`src/common/ssie_pkg.sv`:
```
// Shared constants and types for the encoder emulation block
package ssie_pkg;

  // Clock and link timing
  localparam int CLK_HZ = 25_000_000;
  localparam int CYC_PER_US = CLK_HZ / 1_000_000;
  localparam int RATE_MIN_KBPS = 200;
  localparam int RATE_MAX_KBPS = 1500;
  // Shortest half period of the link clock, in own clock cycles
  localparam int MIN_HALF_CYC = CLK_HZ / (2 * RATE_MAX_KBPS * 1000);
  localparam int MONO_US = 25;
  localparam int MONO_CYC = CYC_PER_US * MONO_US;
  localparam int READ_MIN_US = 125;
  localparam int CTRL_US = 125;
  localparam int CTRL_CYC = CYC_PER_US * CTRL_US;
  localparam int LOCK_TOL_CYC = 8;
  localparam int LOCK_FRAMES = 4;

  // Frame layout
  localparam int POS_BITS = 32;
  localparam int ST_RES_DEF = 20;

  // Register indices on the plain register port
  localparam logic [3:0] ADDR_ENABLE = 4'h0;
  localparam logic [3:0] ADDR_MULTI = 4'h1;
  localparam logic [3:0] ADDR_SINGLE = 4'h2;
  localparam logic [3:0] ADDR_POLARITY = 4'h3;
  localparam logic [3:0] ADDR_PHASE = 4'h4;
  localparam logic [3:0] ADDR_PAR_EN = 4'h5;
  localparam logic [3:0] ADDR_PAR_KIND = 4'h6;
  localparam logic [3:0] ADDR_SYNC_EN = 4'h7;
  localparam logic [3:0] ADDR_LOCKED = 4'h8;
  localparam logic [3:0] ADDR_STATUS = 4'h9;
  localparam logic [3:0] ADDR_FRAMES = 4'hA;

  // Values after reset
  localparam logic [15:0] RST_ENABLE = 16'h0000;
  localparam logic [15:0] RST_MULTI = 16'h000C;
  localparam logic [15:0] RST_SINGLE = 16'h0014;
  localparam logic [15:0] RST_ZERO = 16'h0000;

  // Parity kind encoding
  localparam logic PARITY_ODD = 1'b0;
  localparam logic PARITY_EVEN = 1'b1;

  typedef enum logic [1:0] {
    ST_OFF = 2'b00,
    ST_IDLE = 2'b01,
    ST_SHIFT = 2'b10
  } ssie_state_t;

endpackage

```
`src/hdl/ssie_sync.sv`:
```
// Three-stage input synchroniser with agreement filter
`timescale 1ns/100ps
module ssie_sync (
  input wire logic clk,
  input wire logic reset_n,
  input wire logic async_in,
  output logic level_q
);

  logic meta_q;
  logic s2_q;
  logic s3_q;
  logic level_d;

  // Level only moves once stages two and three agree
  always_comb begin
    level_d = level_q;
    if (s2_q == s3_q) begin
      level_d = s3_q;
    end
  end

  always_ff @(posedge clk or negedge reset_n) begin
    if (!reset_n) begin
      meta_q <= 1'b0;
      s2_q <= 1'b0;
      s3_q <= 1'b0;
      level_q <= 1'b0;
    end else begin
      meta_q <= async_in;
      s2_q <= meta_q;
      s3_q <= s2_q;
      level_q <= level_d;
    end
  end

endmodule

```
`src/hdl/ssie_lock.sv`:
```
// Control cycle timer that aligns to the master's read cycle
`timescale 1ns/100ps
module ssie_lock import ssie_pkg::*; #(
  parameter int PERIOD = CTRL_CYC,
  parameter int TOL = LOCK_TOL_CYC,
  parameter int FRAMES = LOCK_FRAMES
) (
  input wire logic clk,
  input wire logic reset_n,
  input wire logic sync_en,
  input wire logic frame_start,
  output logic ctrl_tick_q,
  output logic locked_q
);

  if (PERIOD < 2 || PERIOD > 65535 || TOL >= PERIOD / 2 || FRAMES < 1 ||
      FRAMES > 15) begin : g_bad
    $error("ssie_lock: unsupported parameters");
  end

  localparam logic [15:0] LAST = 16'(PERIOD - 1);
  localparam logic [15:0] TOLW = 16'(TOL);
  localparam logic [3:0] GOODW = 4'(FRAMES);

  logic [15:0] cnt_q;
  logic [15:0] cnt_d;
  logic [3:0] good_q;
  logic [3:0] good_d;
  logic tick_d;
  logic locked_d;
  logic near;

  always_comb begin
    cnt_d = (cnt_q == LAST) ? 16'h0000 : cnt_q + 16'h0001;
    tick_d = (cnt_q == LAST);
    good_d = good_q;
    near = (cnt_q <= TOLW) || (cnt_q >= LAST - TOLW);
    if (!sync_en) begin
      good_d = 4'h0;
    end else if (frame_start) begin
      if (near) begin
        if (good_q != GOODW) begin
          good_d = good_q + 4'h1;
        end
      end else begin
        // Hard realignment of the control cycle to the first edge
        good_d = 4'h0;
        cnt_d = 16'h0000;
        tick_d = 1'b1;
      end
    end
    locked_d = sync_en && (good_d == GOODW);
  end

  always_ff @(posedge clk or negedge reset_n) begin
    if (!reset_n) begin
      cnt_q <= 16'h0000;
      good_q <= 4'h0;
      ctrl_tick_q <= 1'b0;
      locked_q <= 1'b0;
    end else begin
      cnt_q <= cnt_d;
      good_q <= good_d;
      ctrl_tick_q <= tick_d;
      locked_q <= locked_d;
    end
  end

endmodule

```
`src/hdl/ssie_top.sv`:
```
// Encoder emulation: serial absolute position slave with registers
//
// What this block does
// - Emulation runs only while the enable register holds 1.
// - Acts as absolute encoder slave, returning drive position per read.
// - Sends multi-turn bits then single-turn bits, plain binary.
// - Correct data at link rates from 200 to 1500 kbit/s.
// - Optional parity bit, odd or even by the parity kind setting.
// - Hold recovery about 25 us after last edge; master waits too.
// - Clock idle level low when polarity false, high when true.
// - Phase setting selects the edge that changes the data line.
// - Phase false drives on leading edge, true on following edge.
// - Parity bit follows directly after the least significant bit.
// - Position from a 32-bit source, at most 32 information bits.
// - With sync enabled, control cycle aligns to the read cycle.
// - Readable flag shows whether control cycle is locked.
`timescale 1ns/100ps
module ssie_top import ssie_pkg::*; #(
  parameter int POS_W = POS_BITS,
  parameter int ST_RES = ST_RES_DEF
) (
  input wire logic mclk,
  input wire logic reset_n,
  input wire logic [3:0] reg_addr,
  input wire logic [15:0] reg_wdata,
  input wire logic reg_wr,
  input wire logic reg_rd,
  output logic [15:0] reg_rdata,
  input wire logic [31:0] pos_in,
  input wire logic ssi_clk,
  output logic ssi_data,
  output logic ssi_data_oe,
  output logic ctrl_tick,
  output logic cycle_locked
);

  // Sampling needs a few own cycles per link half period
  if (POS_W != POS_BITS || ST_RES < 1 || ST_RES > POS_W ||
      MIN_HALF_CYC < 4) begin : g_bad
    $error("ssie_top: unsupported parameters");
  end

  localparam logic [9:0] MONO_LAST = 10'(MONO_CYC - 1);

  // Register file
  logic [15:0] enable_q;
  logic [15:0] enable_d;
  logic [15:0] multi_q;
  logic [15:0] multi_d;
  logic [15:0] single_q;
  logic [15:0] single_d;
  logic [15:0] pol_q;
  logic [15:0] pol_d;
  logic [15:0] phase_q;
  logic [15:0] phase_d;
  logic [15:0] par_en_q;
  logic [15:0] par_en_d;
  logic [15:0] par_kind_q;
  logic [15:0] par_kind_d;
  logic [15:0] sync_en_q;
  logic [15:0] sync_en_d;
  logic [15:0] rdata_d;

  // Link side
  ssie_state_t state_q;
  ssie_state_t state_d;
  logic [5:0] idx_q;
  logic [5:0] idx_d;
  logic [9:0] mono_q;
  logic [9:0] mono_d;
  logic [31:0] pos_q;
  logic [31:0] pos_d;
  logic [15:0] frames_q;
  logic [15:0] frames_d;
  logic data_d;
  logic oe_d;
  logic start_q;
  logic start_d;
  logic sclk_lvl;
  logic sclk_prev_q;

  logic en;
  logic pol;
  logic edge_seen;
  logic lead;
  logic trail;
  logic chg;
  logic at_idle;
  logic [31:0] src;
  logic [5:0] k;
  logic out_bit;
  logic lock_tick;
  logic lock_flag;
  int m_eff;
  int s_eff;

  // Bit k of the frame body: multi-turn field above ST_RES, then single-turn
  function automatic logic frame_bit(input logic [31:0] pos, input int m,
                                     input int k);
    int idx;
    idx = (k < m) ? (ST_RES + m - 1 - k) : (ST_RES - 1 - (k - m));
    // Bits past the source read as zero, as on a short encoder
    if (idx < 0 || idx >= POS_W) begin
      return 1'b0;
    end
    return pos[idx];
  endfunction

  function automatic logic body_xor(input logic [31:0] pos, input int m,
                                    input int n);
    logic p;
    p = 1'b0;
    for (int i = 0; i < POS_BITS; i++) begin
      if (i < n) begin
        p = p ^ frame_bit(pos, m, i);
      end
    end
    return p;
  endfunction

  ssie_sync u_clk_sync (
    .clk(mclk),
    .reset_n(reset_n),
    .async_in(ssi_clk),
    .level_q(sclk_lvl)
  );

  ssie_lock #(
    .PERIOD(CTRL_CYC),
    .TOL(LOCK_TOL_CYC),
    .FRAMES(LOCK_FRAMES)
  ) u_lock (
    .clk(mclk),
    .reset_n(reset_n),
    .sync_en(sync_en_q[0] && en),
    .frame_start(start_q),
    .ctrl_tick_q(lock_tick),
    .locked_q(lock_flag)
  );

  assign ctrl_tick = lock_tick;
  assign cycle_locked = lock_flag;

  // Register writes and reads
  always_comb begin
    enable_d = enable_q;
    multi_d = multi_q;
    single_d = single_q;
    pol_d = pol_q;
    phase_d = phase_q;
    par_en_d = par_en_q;
    par_kind_d = par_kind_q;
    sync_en_d = sync_en_q;
    if (reg_wr) begin
      case (reg_addr)
        ADDR_ENABLE: enable_d = reg_wdata;
        ADDR_MULTI: multi_d = reg_wdata;
        ADDR_SINGLE: single_d = reg_wdata;
        ADDR_POLARITY: pol_d = reg_wdata;
        ADDR_PHASE: phase_d = reg_wdata;
        ADDR_PAR_EN: par_en_d = reg_wdata;
        ADDR_PAR_KIND: par_kind_d = reg_wdata;
        ADDR_SYNC_EN: sync_en_d = reg_wdata;
        default: ;
      endcase
    end
    rdata_d = 16'h0000;
    if (reg_rd) begin
      case (reg_addr)
        ADDR_ENABLE: rdata_d = enable_q;
        ADDR_MULTI: rdata_d = multi_q;
        ADDR_SINGLE: rdata_d = single_q;
        ADDR_POLARITY: rdata_d = pol_q;
        ADDR_PHASE: rdata_d = phase_q;
        ADDR_PAR_EN: rdata_d = par_en_q;
        ADDR_PAR_KIND: rdata_d = par_kind_q;
        ADDR_SYNC_EN: rdata_d = sync_en_q;
        ADDR_LOCKED: rdata_d = {15'h0000, lock_flag};
        ADDR_STATUS: rdata_d = {6'h00, state_q, 2'h0, idx_q};
        ADDR_FRAMES: rdata_d = frames_q;
        default: rdata_d = 16'h0000;
      endcase
    end
  end

  always_ff @(posedge mclk or negedge reset_n) begin
    if (!reset_n) begin
      enable_q <= RST_ENABLE;
      multi_q <= RST_MULTI;
      single_q <= RST_SINGLE;
      pol_q <= RST_ZERO;
      phase_q <= RST_ZERO;
      par_en_q <= RST_ZERO;
      par_kind_q <= RST_ZERO;
      sync_en_q <= RST_ZERO;
      reg_rdata <= 16'h0000;
    end else begin
      enable_q <= enable_d;
      multi_q <= multi_d;
      single_q <= single_d;
      pol_q <= pol_d;
      phase_q <= phase_d;
      par_en_q <= par_en_d;
      par_kind_q <= par_kind_d;
      sync_en_q <= sync_en_d;
      reg_rdata <= rdata_d;
    end
  end

  // Link edge decode and frame bit selection
  always_comb begin
    en = (enable_q == 16'h0001);
    pol = pol_q[0];
    // Idle level follows polarity; leading edge leaves idle
    edge_seen = (sclk_lvl != sclk_prev_q);
    lead = edge_seen && (sclk_lvl != pol);
    trail = edge_seen && (sclk_lvl == pol);
    at_idle = (sclk_lvl == pol);
    chg = phase_q[0] ? trail : lead;
    // Counts clipped so that no more than 32 position bits are sent
    m_eff = (multi_q > 16'(POS_BITS)) ? POS_BITS : int'(multi_q);
    s_eff = (int'(single_q) > POS_BITS - m_eff) ? POS_BITS - m_eff :
            int'(single_q);
    // The idle cycle still sees the live source so bit 0 can leave at once
    src = (state_q == ST_IDLE) ? pos_in : pos_q;
    k = (state_q == ST_IDLE) ? 6'h00 : idx_q;
    if (int'(k) < m_eff + s_eff) begin
      out_bit = frame_bit(src, m_eff, int'(k));
    end else if ((int'(k) == m_eff + s_eff) && par_en_q[0]) begin
      // Even kind makes the total count of ones even
      out_bit = body_xor(src, m_eff, m_eff + s_eff) ^
                (par_kind_q[0] == PARITY_ODD);
    end else begin
      out_bit = 1'b0;
    end
  end

  // Frame sequencer
  always_comb begin
    state_d = state_q;
    idx_d = idx_q;
    mono_d = mono_q;
    pos_d = pos_q;
    frames_d = frames_q;
    data_d = ssi_data;
    oe_d = ssi_data_oe;
    start_d = 1'b0;
    unique case (state_q)
      ST_OFF: begin
        oe_d = 1'b0;
        data_d = 1'b1;
        if (en) begin
          state_d = ST_IDLE;
          oe_d = 1'b1;
        end
      end
      ST_IDLE: begin
        data_d = 1'b1;
        if (lead) begin
          // First edge freezes the position for the whole frame
          pos_d = pos_in;
          start_d = 1'b1;
          frames_d = frames_q + 16'h0001;
          mono_d = 10'h000;
          state_d = ST_SHIFT;
          idx_d = 6'h00;
          data_d = 1'b0;
          if (!phase_q[0]) begin
            data_d = out_bit;
            idx_d = 6'h01;
          end
        end
      end
      ST_SHIFT: begin
        if (edge_seen) begin
          mono_d = 10'h000;
        end else if (mono_q != MONO_LAST) begin
          mono_d = mono_q + 10'h001;
        end
        if (chg) begin
          data_d = out_bit;
          if (idx_q != 6'h3F) begin
            idx_d = idx_q + 6'h01;
          end
        end
        // Recovery ends only after a quiet spell with the clock at rest
        if (!edge_seen && at_idle && mono_q == MONO_LAST) begin
          state_d = ST_IDLE;
          data_d = 1'b1;
        end
      end
      default: begin
        state_d = ST_OFF;
      end
    endcase
    if (!en) begin
      // Disabling aborts any frame and releases the data line
      state_d = ST_OFF;
      oe_d = 1'b0;
      data_d = 1'b1;
    end
  end

  always_ff @(posedge mclk or negedge reset_n) begin
    if (!reset_n) begin
      state_q <= ST_OFF;
      idx_q <= 6'h00;
      mono_q <= 10'h000;
      pos_q <= 32'h0000_0000;
      frames_q <= 16'h0000;
      ssi_data <= 1'b1;
      ssi_data_oe <= 1'b0;
      start_q <= 1'b0;
      sclk_prev_q <= 1'b0;
    end else begin
      state_q <= state_d;
      idx_q <= idx_d;
      mono_q <= mono_d;
      pos_q <= pos_d;
      frames_q <= frames_d;
      ssi_data <= data_d;
      ssi_data_oe <= oe_d;
      start_q <= start_d;
      sclk_prev_q <= sclk_lvl;
    end
  end

endmodule

```
`config.mk`:
```
export PLATFORM = sky130hd
export DESIGN_NAME = ssie_top
export DESIGN_NICKNAME = d
export VERILOG_FILES = /design/src/common/ssie_pkg.sv /design/src/hdl/ssie_sync.sv /design/src/hdl/ssie_lock.sv /design/src/hdl/ssie_top.sv
export SDC_FILE = /design/constraint.sdc
export NUM_CORES = 1
export LEC_CHECK = 0
export ABC_CLOCK_PERIOD_IN_PS = 16900
export BUFFER_PORTS_ARGS = -buffer_cell sky130_fd_sc_hd__buf_4
export CAP_MARGIN = 20
export CORE_ASPECT_RATIO = 0.75
export CORE_MARGIN = 3
export CORE_UTILIZATION = 45
export CTS_CLUSTER_DIAMETER = 200
export DETAILED_ROUTE_END_ITERATION = 12
export SETUP_SLACK_MARGIN = 0.3
export SLEW_MARGIN = 5
export SYNTH_ARGS = -nofsm -noshare
export SYNTH_HDL_FRONTEND = slang
export SYNTH_SLANG_ARGS = --single-unit
```
`constraint.sdc`:
```
create_clock -name mclk -period 16.9 [get_ports mclk]
set_input_delay 1.69 -clock mclk [delete_from_list [all_inputs] [get_ports mclk]]
set_output_delay 1.69 -clock mclk [all_outputs]
set_load 0.05 [all_outputs]
```
# After elaboration in Yosys (flattened, before gate mapping)
# Cells that the tools add are included.
# totals
input_bits,57
out_inout_bits,20
ff_bits,240
# classes
n_bitwise,33
eq_ne,33
n_mux,560
n_lt_le_gt_ge,169
n_addsub,107
n_reduce_logical,58
# ops
operator,n
two-way mux 32 bit,35
>= comparator 32 x 7 -> 1 bit (second input constant),33
< comparator 32 x 1 -> 1 bit (second input constant),33
< comparator 32 x 7 -> 1 bit (second input constant),33
subtractor 6 x 17 -> 18 bit (first input constant),33
< comparator 6 x 32 -> 1 bit (first input constant),16
two-way mux 1 bit,467
subtractor 18 x 6 -> 19 bit (second input constant),16
subtractor 5 x 16 -> 17 bit (first input constant),16
< comparator 5 x 16 -> 1 bit (first input constant),16
< comparator 5 x 32 -> 1 bit (first input constant),8
one-hot mux 16 bit (11 select lines),1
binary-select mux 1 bit (select 5 bit),33
subtractor 18 x 5 -> 19 bit (second input constant),8
subtractor 4 x 16 -> 17 bit (first input constant),8
< comparator 4 x 16 -> 1 bit (first input constant),8
< comparator 4 x 32 -> 1 bit (first input constant),4
two-way mux 16 bit,6
subtractor 18 x 4 -> 19 bit (second input constant),4
subtractor 3 x 16 -> 17 bit (first input constant),4
< comparator 3 x 16 -> 1 bit (first input constant),4
< comparator 3 x 32 -> 1 bit (first input constant),2
subtractor 18 x 3 -> 19 bit (second input constant),2
logical OR 1 bit,34
61 further kinds,136

# Depth between registers and ports, before layout
# logic_depth
depth_word,147
ltp_mapped,48

# Modules after synthesis
# A second synthesis with hierarchy kept.
# unflattened
hier_cells,2686
hier_area_um2,23647.7
# modules_own_cells
mod,instances,area_per_inst_um2,cells_each
ssie_top,1,22295.1,2561
ssie_lock,1,1241.2,120
ssie_sync,1,111.4,5

# Worst setup path after synthesis
# Ideal clock, no wire load.
# synth_timing
path_kind,register to register
from,reg multi_q[13]
to,reg ssi_data
arrival_time_ns,10.073
slack_ns,6.736
t_required_ns,16.809
n_path_buf,7
path_stages_with_launch,47
setup_ns,0.091
synth_period_minus_slack_ns,10.164
cell_sequence,dfrtp_1 > nor4_2 > nand4_1 > inv_1 > buf_2 > buf_2 > buf_1 > buf_1 > nand2_1 > ha_1 > clkbuf_1 > xnor2_1 > clkbuf_1 > inv_1 > ha_1 > o21a_1 > o21ai_0 > nand2b_1 > (+11 left out) > o21ai_0 > ha_1 > fa_1 > a211oi_1 > o21ai_0 > a211oi_1 > xor2_1 > o211ai_1 > nor4b_1 > nand2_1 > o2111a_1 > a2111oi_2 > xnor2_1 > xnor2_1 > xnor3_1 > xnor2_1 > xnor3_1 > o31ai_1
# synth_between
elab_chain_cells,147
# synth_rtl
item,line,text
from (decl),ssie_top.sv:48,logic [15:0] multi_q;
from (signal assigned),ssie_top.sv:199,multi_q <= multi_d;
greater-than comparator 16 x 6 -> 1 bit,ssie_top.sv:221,m_eff = (multi_q > 16'(POS_BITS)) ? POS_BITS : int'(multi_q);
two-way mux 16 bit *,ssie_top.sv:221,
adder 5 x 16 -> 17 bit,ssie_top.sv:101,idx = (k < m) ? (ST_RES + m - 1 - k) : (ST_RES - 1 - (k - m));
subtractor 17 x 1 -> 18 bit,ssie_top.sv:101,
subtractor 18 x 2 -> 19 bit,ssie_top.sv:101,
two-way mux 32 bit,ssie_top.sv:101,
< comparator 32 x 1 -> 1 bit / >= comparator 32 x 7 -> 1 bit (equally long branches),ssie_top.sv:103,if (idx < 0 || idx >= POS_W) begin
logical OR 1 bit,ssie_top.sv:103,
(+131 left out),--,
two-way mux 1 bit,ssie_top.sv:227,if (int'(k) < m_eff + s_eff) begin
bitwise XOR 1 bit,ssie_top.sv:231,"out_bit = body_xor(src, m_eff, m_eff + s_eff) ^"
two-way mux 1 bit,ssie_top.sv:229,end else if ((int'(k) == m_eff + s_eff) && par_en_q[0]) begin
two-way mux 1 bit *,ssie_top.sv:227,
"two-way mux 1 bit, on equally long branches","ssie_top.sv:280, ssie_top.sv:268",
"two-way mux 1 bit, on equally long branches","ssie_top.sv:287, ssie_top.sv:259",
one-hot mux 1 bit (3 select lines) *,ssie_top.sv:248,unique case (state_q)
two-way mux 1 bit *,ssie_top.sv:296,if (!en) begin
to (signal assigned),ssie_top.sv:321,ssi_data <= data_d;
to (decl),ssie_top.sv:31,"output logic ssi_data,"
# Every way passes the cells marked *; elsewhere a longest branch is shown, timed or not. The select of a mux whose other input is x is not followed.
# A chain may end at the register's enable or synchronous reset.

# Final worst setup path
# Same ends and word-level chain as after synthesis.

==> metrics <==
outcome finished, violations left; violated checks slew limit; synth-to-layout area growth 10.5%; maximum fanout encountered on the critical timing path 52; Final min period 10.91 ns; yosys synthesis warning count 0; clock tree sinks 240; delay of the slowest critical-path stage 0.72 ns; most frequent cells after synthesis 235 x sky130_fd_sc_hd__dfrtp_1, 213 x sky130_fd_sc_hd__mux2i_1, 196 x sky130_fd_sc_hd__nand2_1, 193 x sky130_fd_sc_hd__mux2_2, 142 x sky130_fd_sc_hd__o21ai_0; drt first-iter violations 2,774; Initial DRT Pass Iterations 8; Crit path buffers/inverters 5; final critical-path share of the clock period 64.6%; Initial Util 46.1%; number of gates resized after cts 0; clock slew seen by the registers of the worst setup and hold paths 0.07 ns; cell occurring most often along the worst timing path sky130_fd_sc_hd__o21ai_0; die width 266 um; DRC 0; total number of vias 21,700; number of max-slew violations in the final report 30; routed wire length 92,000 um; net total in the final layout 2,735; Clk Latency, worst-skew pair 0.55 ns; number of cells in the finished layout apart from fillers 3,227; wire length of the first global-routing pass 137,000 um; relative contribution of the clock network to total power 29.6%; synthesized netlist cell count 2,516; GR Overflow Total 0; switching part of the total power 36.9%; post-detail-place hpwl 67,700 um; launching element type of the critical path flip-flop; Synth async-reset ratio 100%; Setup violations, final 0; number of buffers between clock root and the deepest sink 3; top-level I/O count 77; pin count of the biggest net entering global routing 107; sequential cell fraction of total power 35.1%; share of the synthesized area in the top cell type 25.8%; via count of the first global-routing pass 20,500; ys flop type sky130_fd_sc_hd__dfrtp_1; leakage 10.6 nW; detailed-route vias per instance 6.73; antenna violations before repair 6; tightest slew margin relative to the limit -127%; clock buffer count from CTS 26; clock tree from TritonCTS done; final worst-path setup slack 5.99 ns; Hold Path Class reg -> reg; leading post-synthesis cells by cell area sky130_fd_sc_hd__dfrtp_1 26%, sky130_fd_sc_hd__mux2_2 9.5%, sky130_fd_sc_hd__mux2i_1 9.4%, sky130_fd_sc_hd__ha_1 6.7%, sky130_fd_sc_hd__xnor2_1 5.4%; Crit path max-delay family compound AO/OA/AOI/OAI gates; CP Data Arrival Time 11.37 ns; area of the core 49,400 sq um; VDD IR max 0.0000829 V; setup slack at placement 6.07 ns; critical-path cell with the highest stage delay sky130_fd_sc_hd__or4_1; Power Dens Cells 84.0 nW/um^2; Logic pwr share 35.3%; Critical Path Sink Type flip-flop; Post-Synthesis Cell Area 22,800 sq um; dominant cell type by area after synthesis sky130_fd_sc_hd__dfrtp_1; final hold violations 0; CP required 17.36 ns; residual antenna-violating net count after detailed routing 0; Root Buffer Master sky130_fd_sc_hd__clkbuf_16; Die Span Y 201 um; wire per inst 28.5 um; number of distinct library cells after synthesis 89; switching power summed over all nets 0.780 mW; worst-case clock skew 0.0145 ns; maximum operating frequency 91.6 MHz; max_cap viols 0; gp weighted congestion 1.07; Seq cells post-synth 240; fraction of layout cells with a size suffix above 1 17.7%; most frequently used cell type in the post-synthesis netlist sky130_fd_sc_hd__dfrtp_1; combined global-route utilization of all metal layers 33.5%; Internal Dissipation 1.33 mW; H-tree depth 1; actual slew at the worst max-slew pin 3.40 ns; WS Path Type reg -> reg; Placed Cells 3,171; count of hold buffers inserted by post-cts repair 0; Port Buffer Count 76; Fillers 4,628; sequential standard cell area 6010 sq um; buffers inserted during post-CTS setup optimization 0; unrepaired setup endpoints after global routing no; Placement Rows 70; total negative slack 0 ns; portion of the post-synthesis area used by sequential elements 26.4%; EDFF count, synth 0; area taken by multi-input logic gates 15,900 sq um; DIE AREA 53,300 sq um; per-instance average area after synthesis 9.05 sq um
registers in the layout, summed over array words and instances, names as in the netlist, 10 cells and up:
signal	count
pos_q	32
enable_q	16
frames_q	16
multi_q	16
par_en_q	16
par_kind_q	16
phase_q	16
pol_q	16
reg_rdata	16
single_q	16
sync_en_q	16
u_lock.cnt_q	16
mono_q	10
routing by layer:
metal	track usage [%]	vias up	wire length [um]
li1	-	9495	-
met1	49.9	10800	41900
met2	45.9	1234	36300
met3	12.2	182	11700
met4	7.18	4	2130
met5	0	-	27
logic make-up (layout without fill, tap and decap cells):
group	count (synthesis)	count (layout)	synth area share (%)
other cells	2	19	0.0330
simple gates	640	640	13.8
buf+inv	237	283	4.01
compound gates	649	649	19.0
flops	240	240	26.4
mux	444	444	22.6
xor+xnor	179	179	7.22
fa+ha+maj	125	125	6.96
cell usage in the layout (no fill, tap or decap), types with 10 or more instances in the layout:
cell type	count
sky130_fd_sc_hd__mux2_2	193
sky130_fd_sc_hd__a21o_1	31
sky130_fd_sc_hd__o31ai_1	16
sky130_fd_sc_hd__nor3b_1	13
sky130_fd_sc_hd__nand3_1	69
sky130_fd_sc_hd__a211oi_1	27
sky130_fd_sc_hd__xnor2_1	139
sky130_fd_sc_hd__nor4_1	27
sky130_fd_sc_hd__and3_1	22
sky130_fd_sc_hd__clkbuf_16	26
sky130_fd_sc_hd__a22o_1	20
sky130_fd_sc_hd__ha_1	120
sky130_fd_sc_hd__conb_1	13
sky130_fd_sc_hd__o21ai_1	14
sky130_fd_sc_hd__o211ai_1	20
sky130_fd_sc_hd__nor3_1	24
sky130_fd_sc_hd__nand4_1	37
sky130_fd_sc_hd__buf_4	137
sky130_fd_sc_hd__xor2_1	33
sky130_fd_sc_hd__dfrtp_1	235
sky130_fd_sc_hd__nand2_1	196
sky130_fd_sc_hd__a22oi_1	38
sky130_fd_sc_hd__a2111oi_0	11
sky130_fd_sc_hd__nor2_1	135
sky130_fd_sc_hd__nor2b_1	33
sky130_fd_sc_hd__a21oi_1	127
sky130_fd_sc_hd__o22ai_1	16
sky130_fd_sc_hd__nand2b_1	32
sky130_fd_sc_hd__o21ai_0	141
sky130_fd_sc_hd__mux4_2	37
sky130_fd_sc_hd__and2_1	10
sky130_fd_sc_hd__a221oi_1	25
sky130_fd_sc_hd__o221ai_1	10
sky130_fd_sc_hd__inv_1	87
sky130_fd_sc_hd__a31oi_1	48
sky130_fd_sc_hd__mux2i_1	213
stage by stage:
step	cell area (sq um)	total power, mW	utilization [%]	hold WS (ns)
after detailed placement	24200	1.46	48.9	0.335
after global placement	24100	1.45	48.9	0.331
after floorplan	22800	1.23	-	0.331
after global routing	25100	2.22	50.9	0.361
final	25200	2.11	50.9	0.347
after CTS	25100	2.09	50.8	0.349
path summary, 6_finish.rpt:
path                                             start                        end  slack (ns)  cells past startpoint
min in group asynchronous                      reset_n  u_lock.cnt_q[8]$_DFF_PN0_        1.19                      1
min                        u_clk_sync.meta_q$_DFF_PN0_  u_clk_sync.s2_q$_DFF_PN0_        0.35                      0
max in group asynchronous                      reset_n   single_q[12]$_DFFE_PN0P_       13.43                      3
max reg2reg                    multi_q[13]$_DFFE_PN0P_       ssi_data$_DFFE_PN1P_        5.99                     41
min reg2reg                u_clk_sync.meta_q$_DFF_PN0_  u_clk_sync.s2_q$_DFF_PN0_        0.35                      0
max                            multi_q[13]$_DFFE_PN0P_       ssi_data$_DFFE_PN1P_        5.99                     41
area by class of cell:
class / count / share of cell area, %
timing repair buffer: 142 / 4.27
clock inverter: 10 / 0.756
multi-input combinational: 2050 / 63.4
tap: 648 / 3.22
inverter: 94 / 1.40
sequential: 240 / 23.9
clock buffer: 37 / 3.03
antenna: 6 / 0.0597
power groups by stage:
stage	Combinational [mW]	Sequential, mW	Clock, mW
4_1_cts	0.720	0.739	0.635
2_1_floorplan	0.505	0.720	0
3_5_place_dp	0.717	0.748	0
3_3_place_gp	0.702	0.745	0
5_1_grt	0.805	0.751	0.661
6_report	0.745	0.742	0.625
Note: power is estimated with default switching activity, not from simulation.
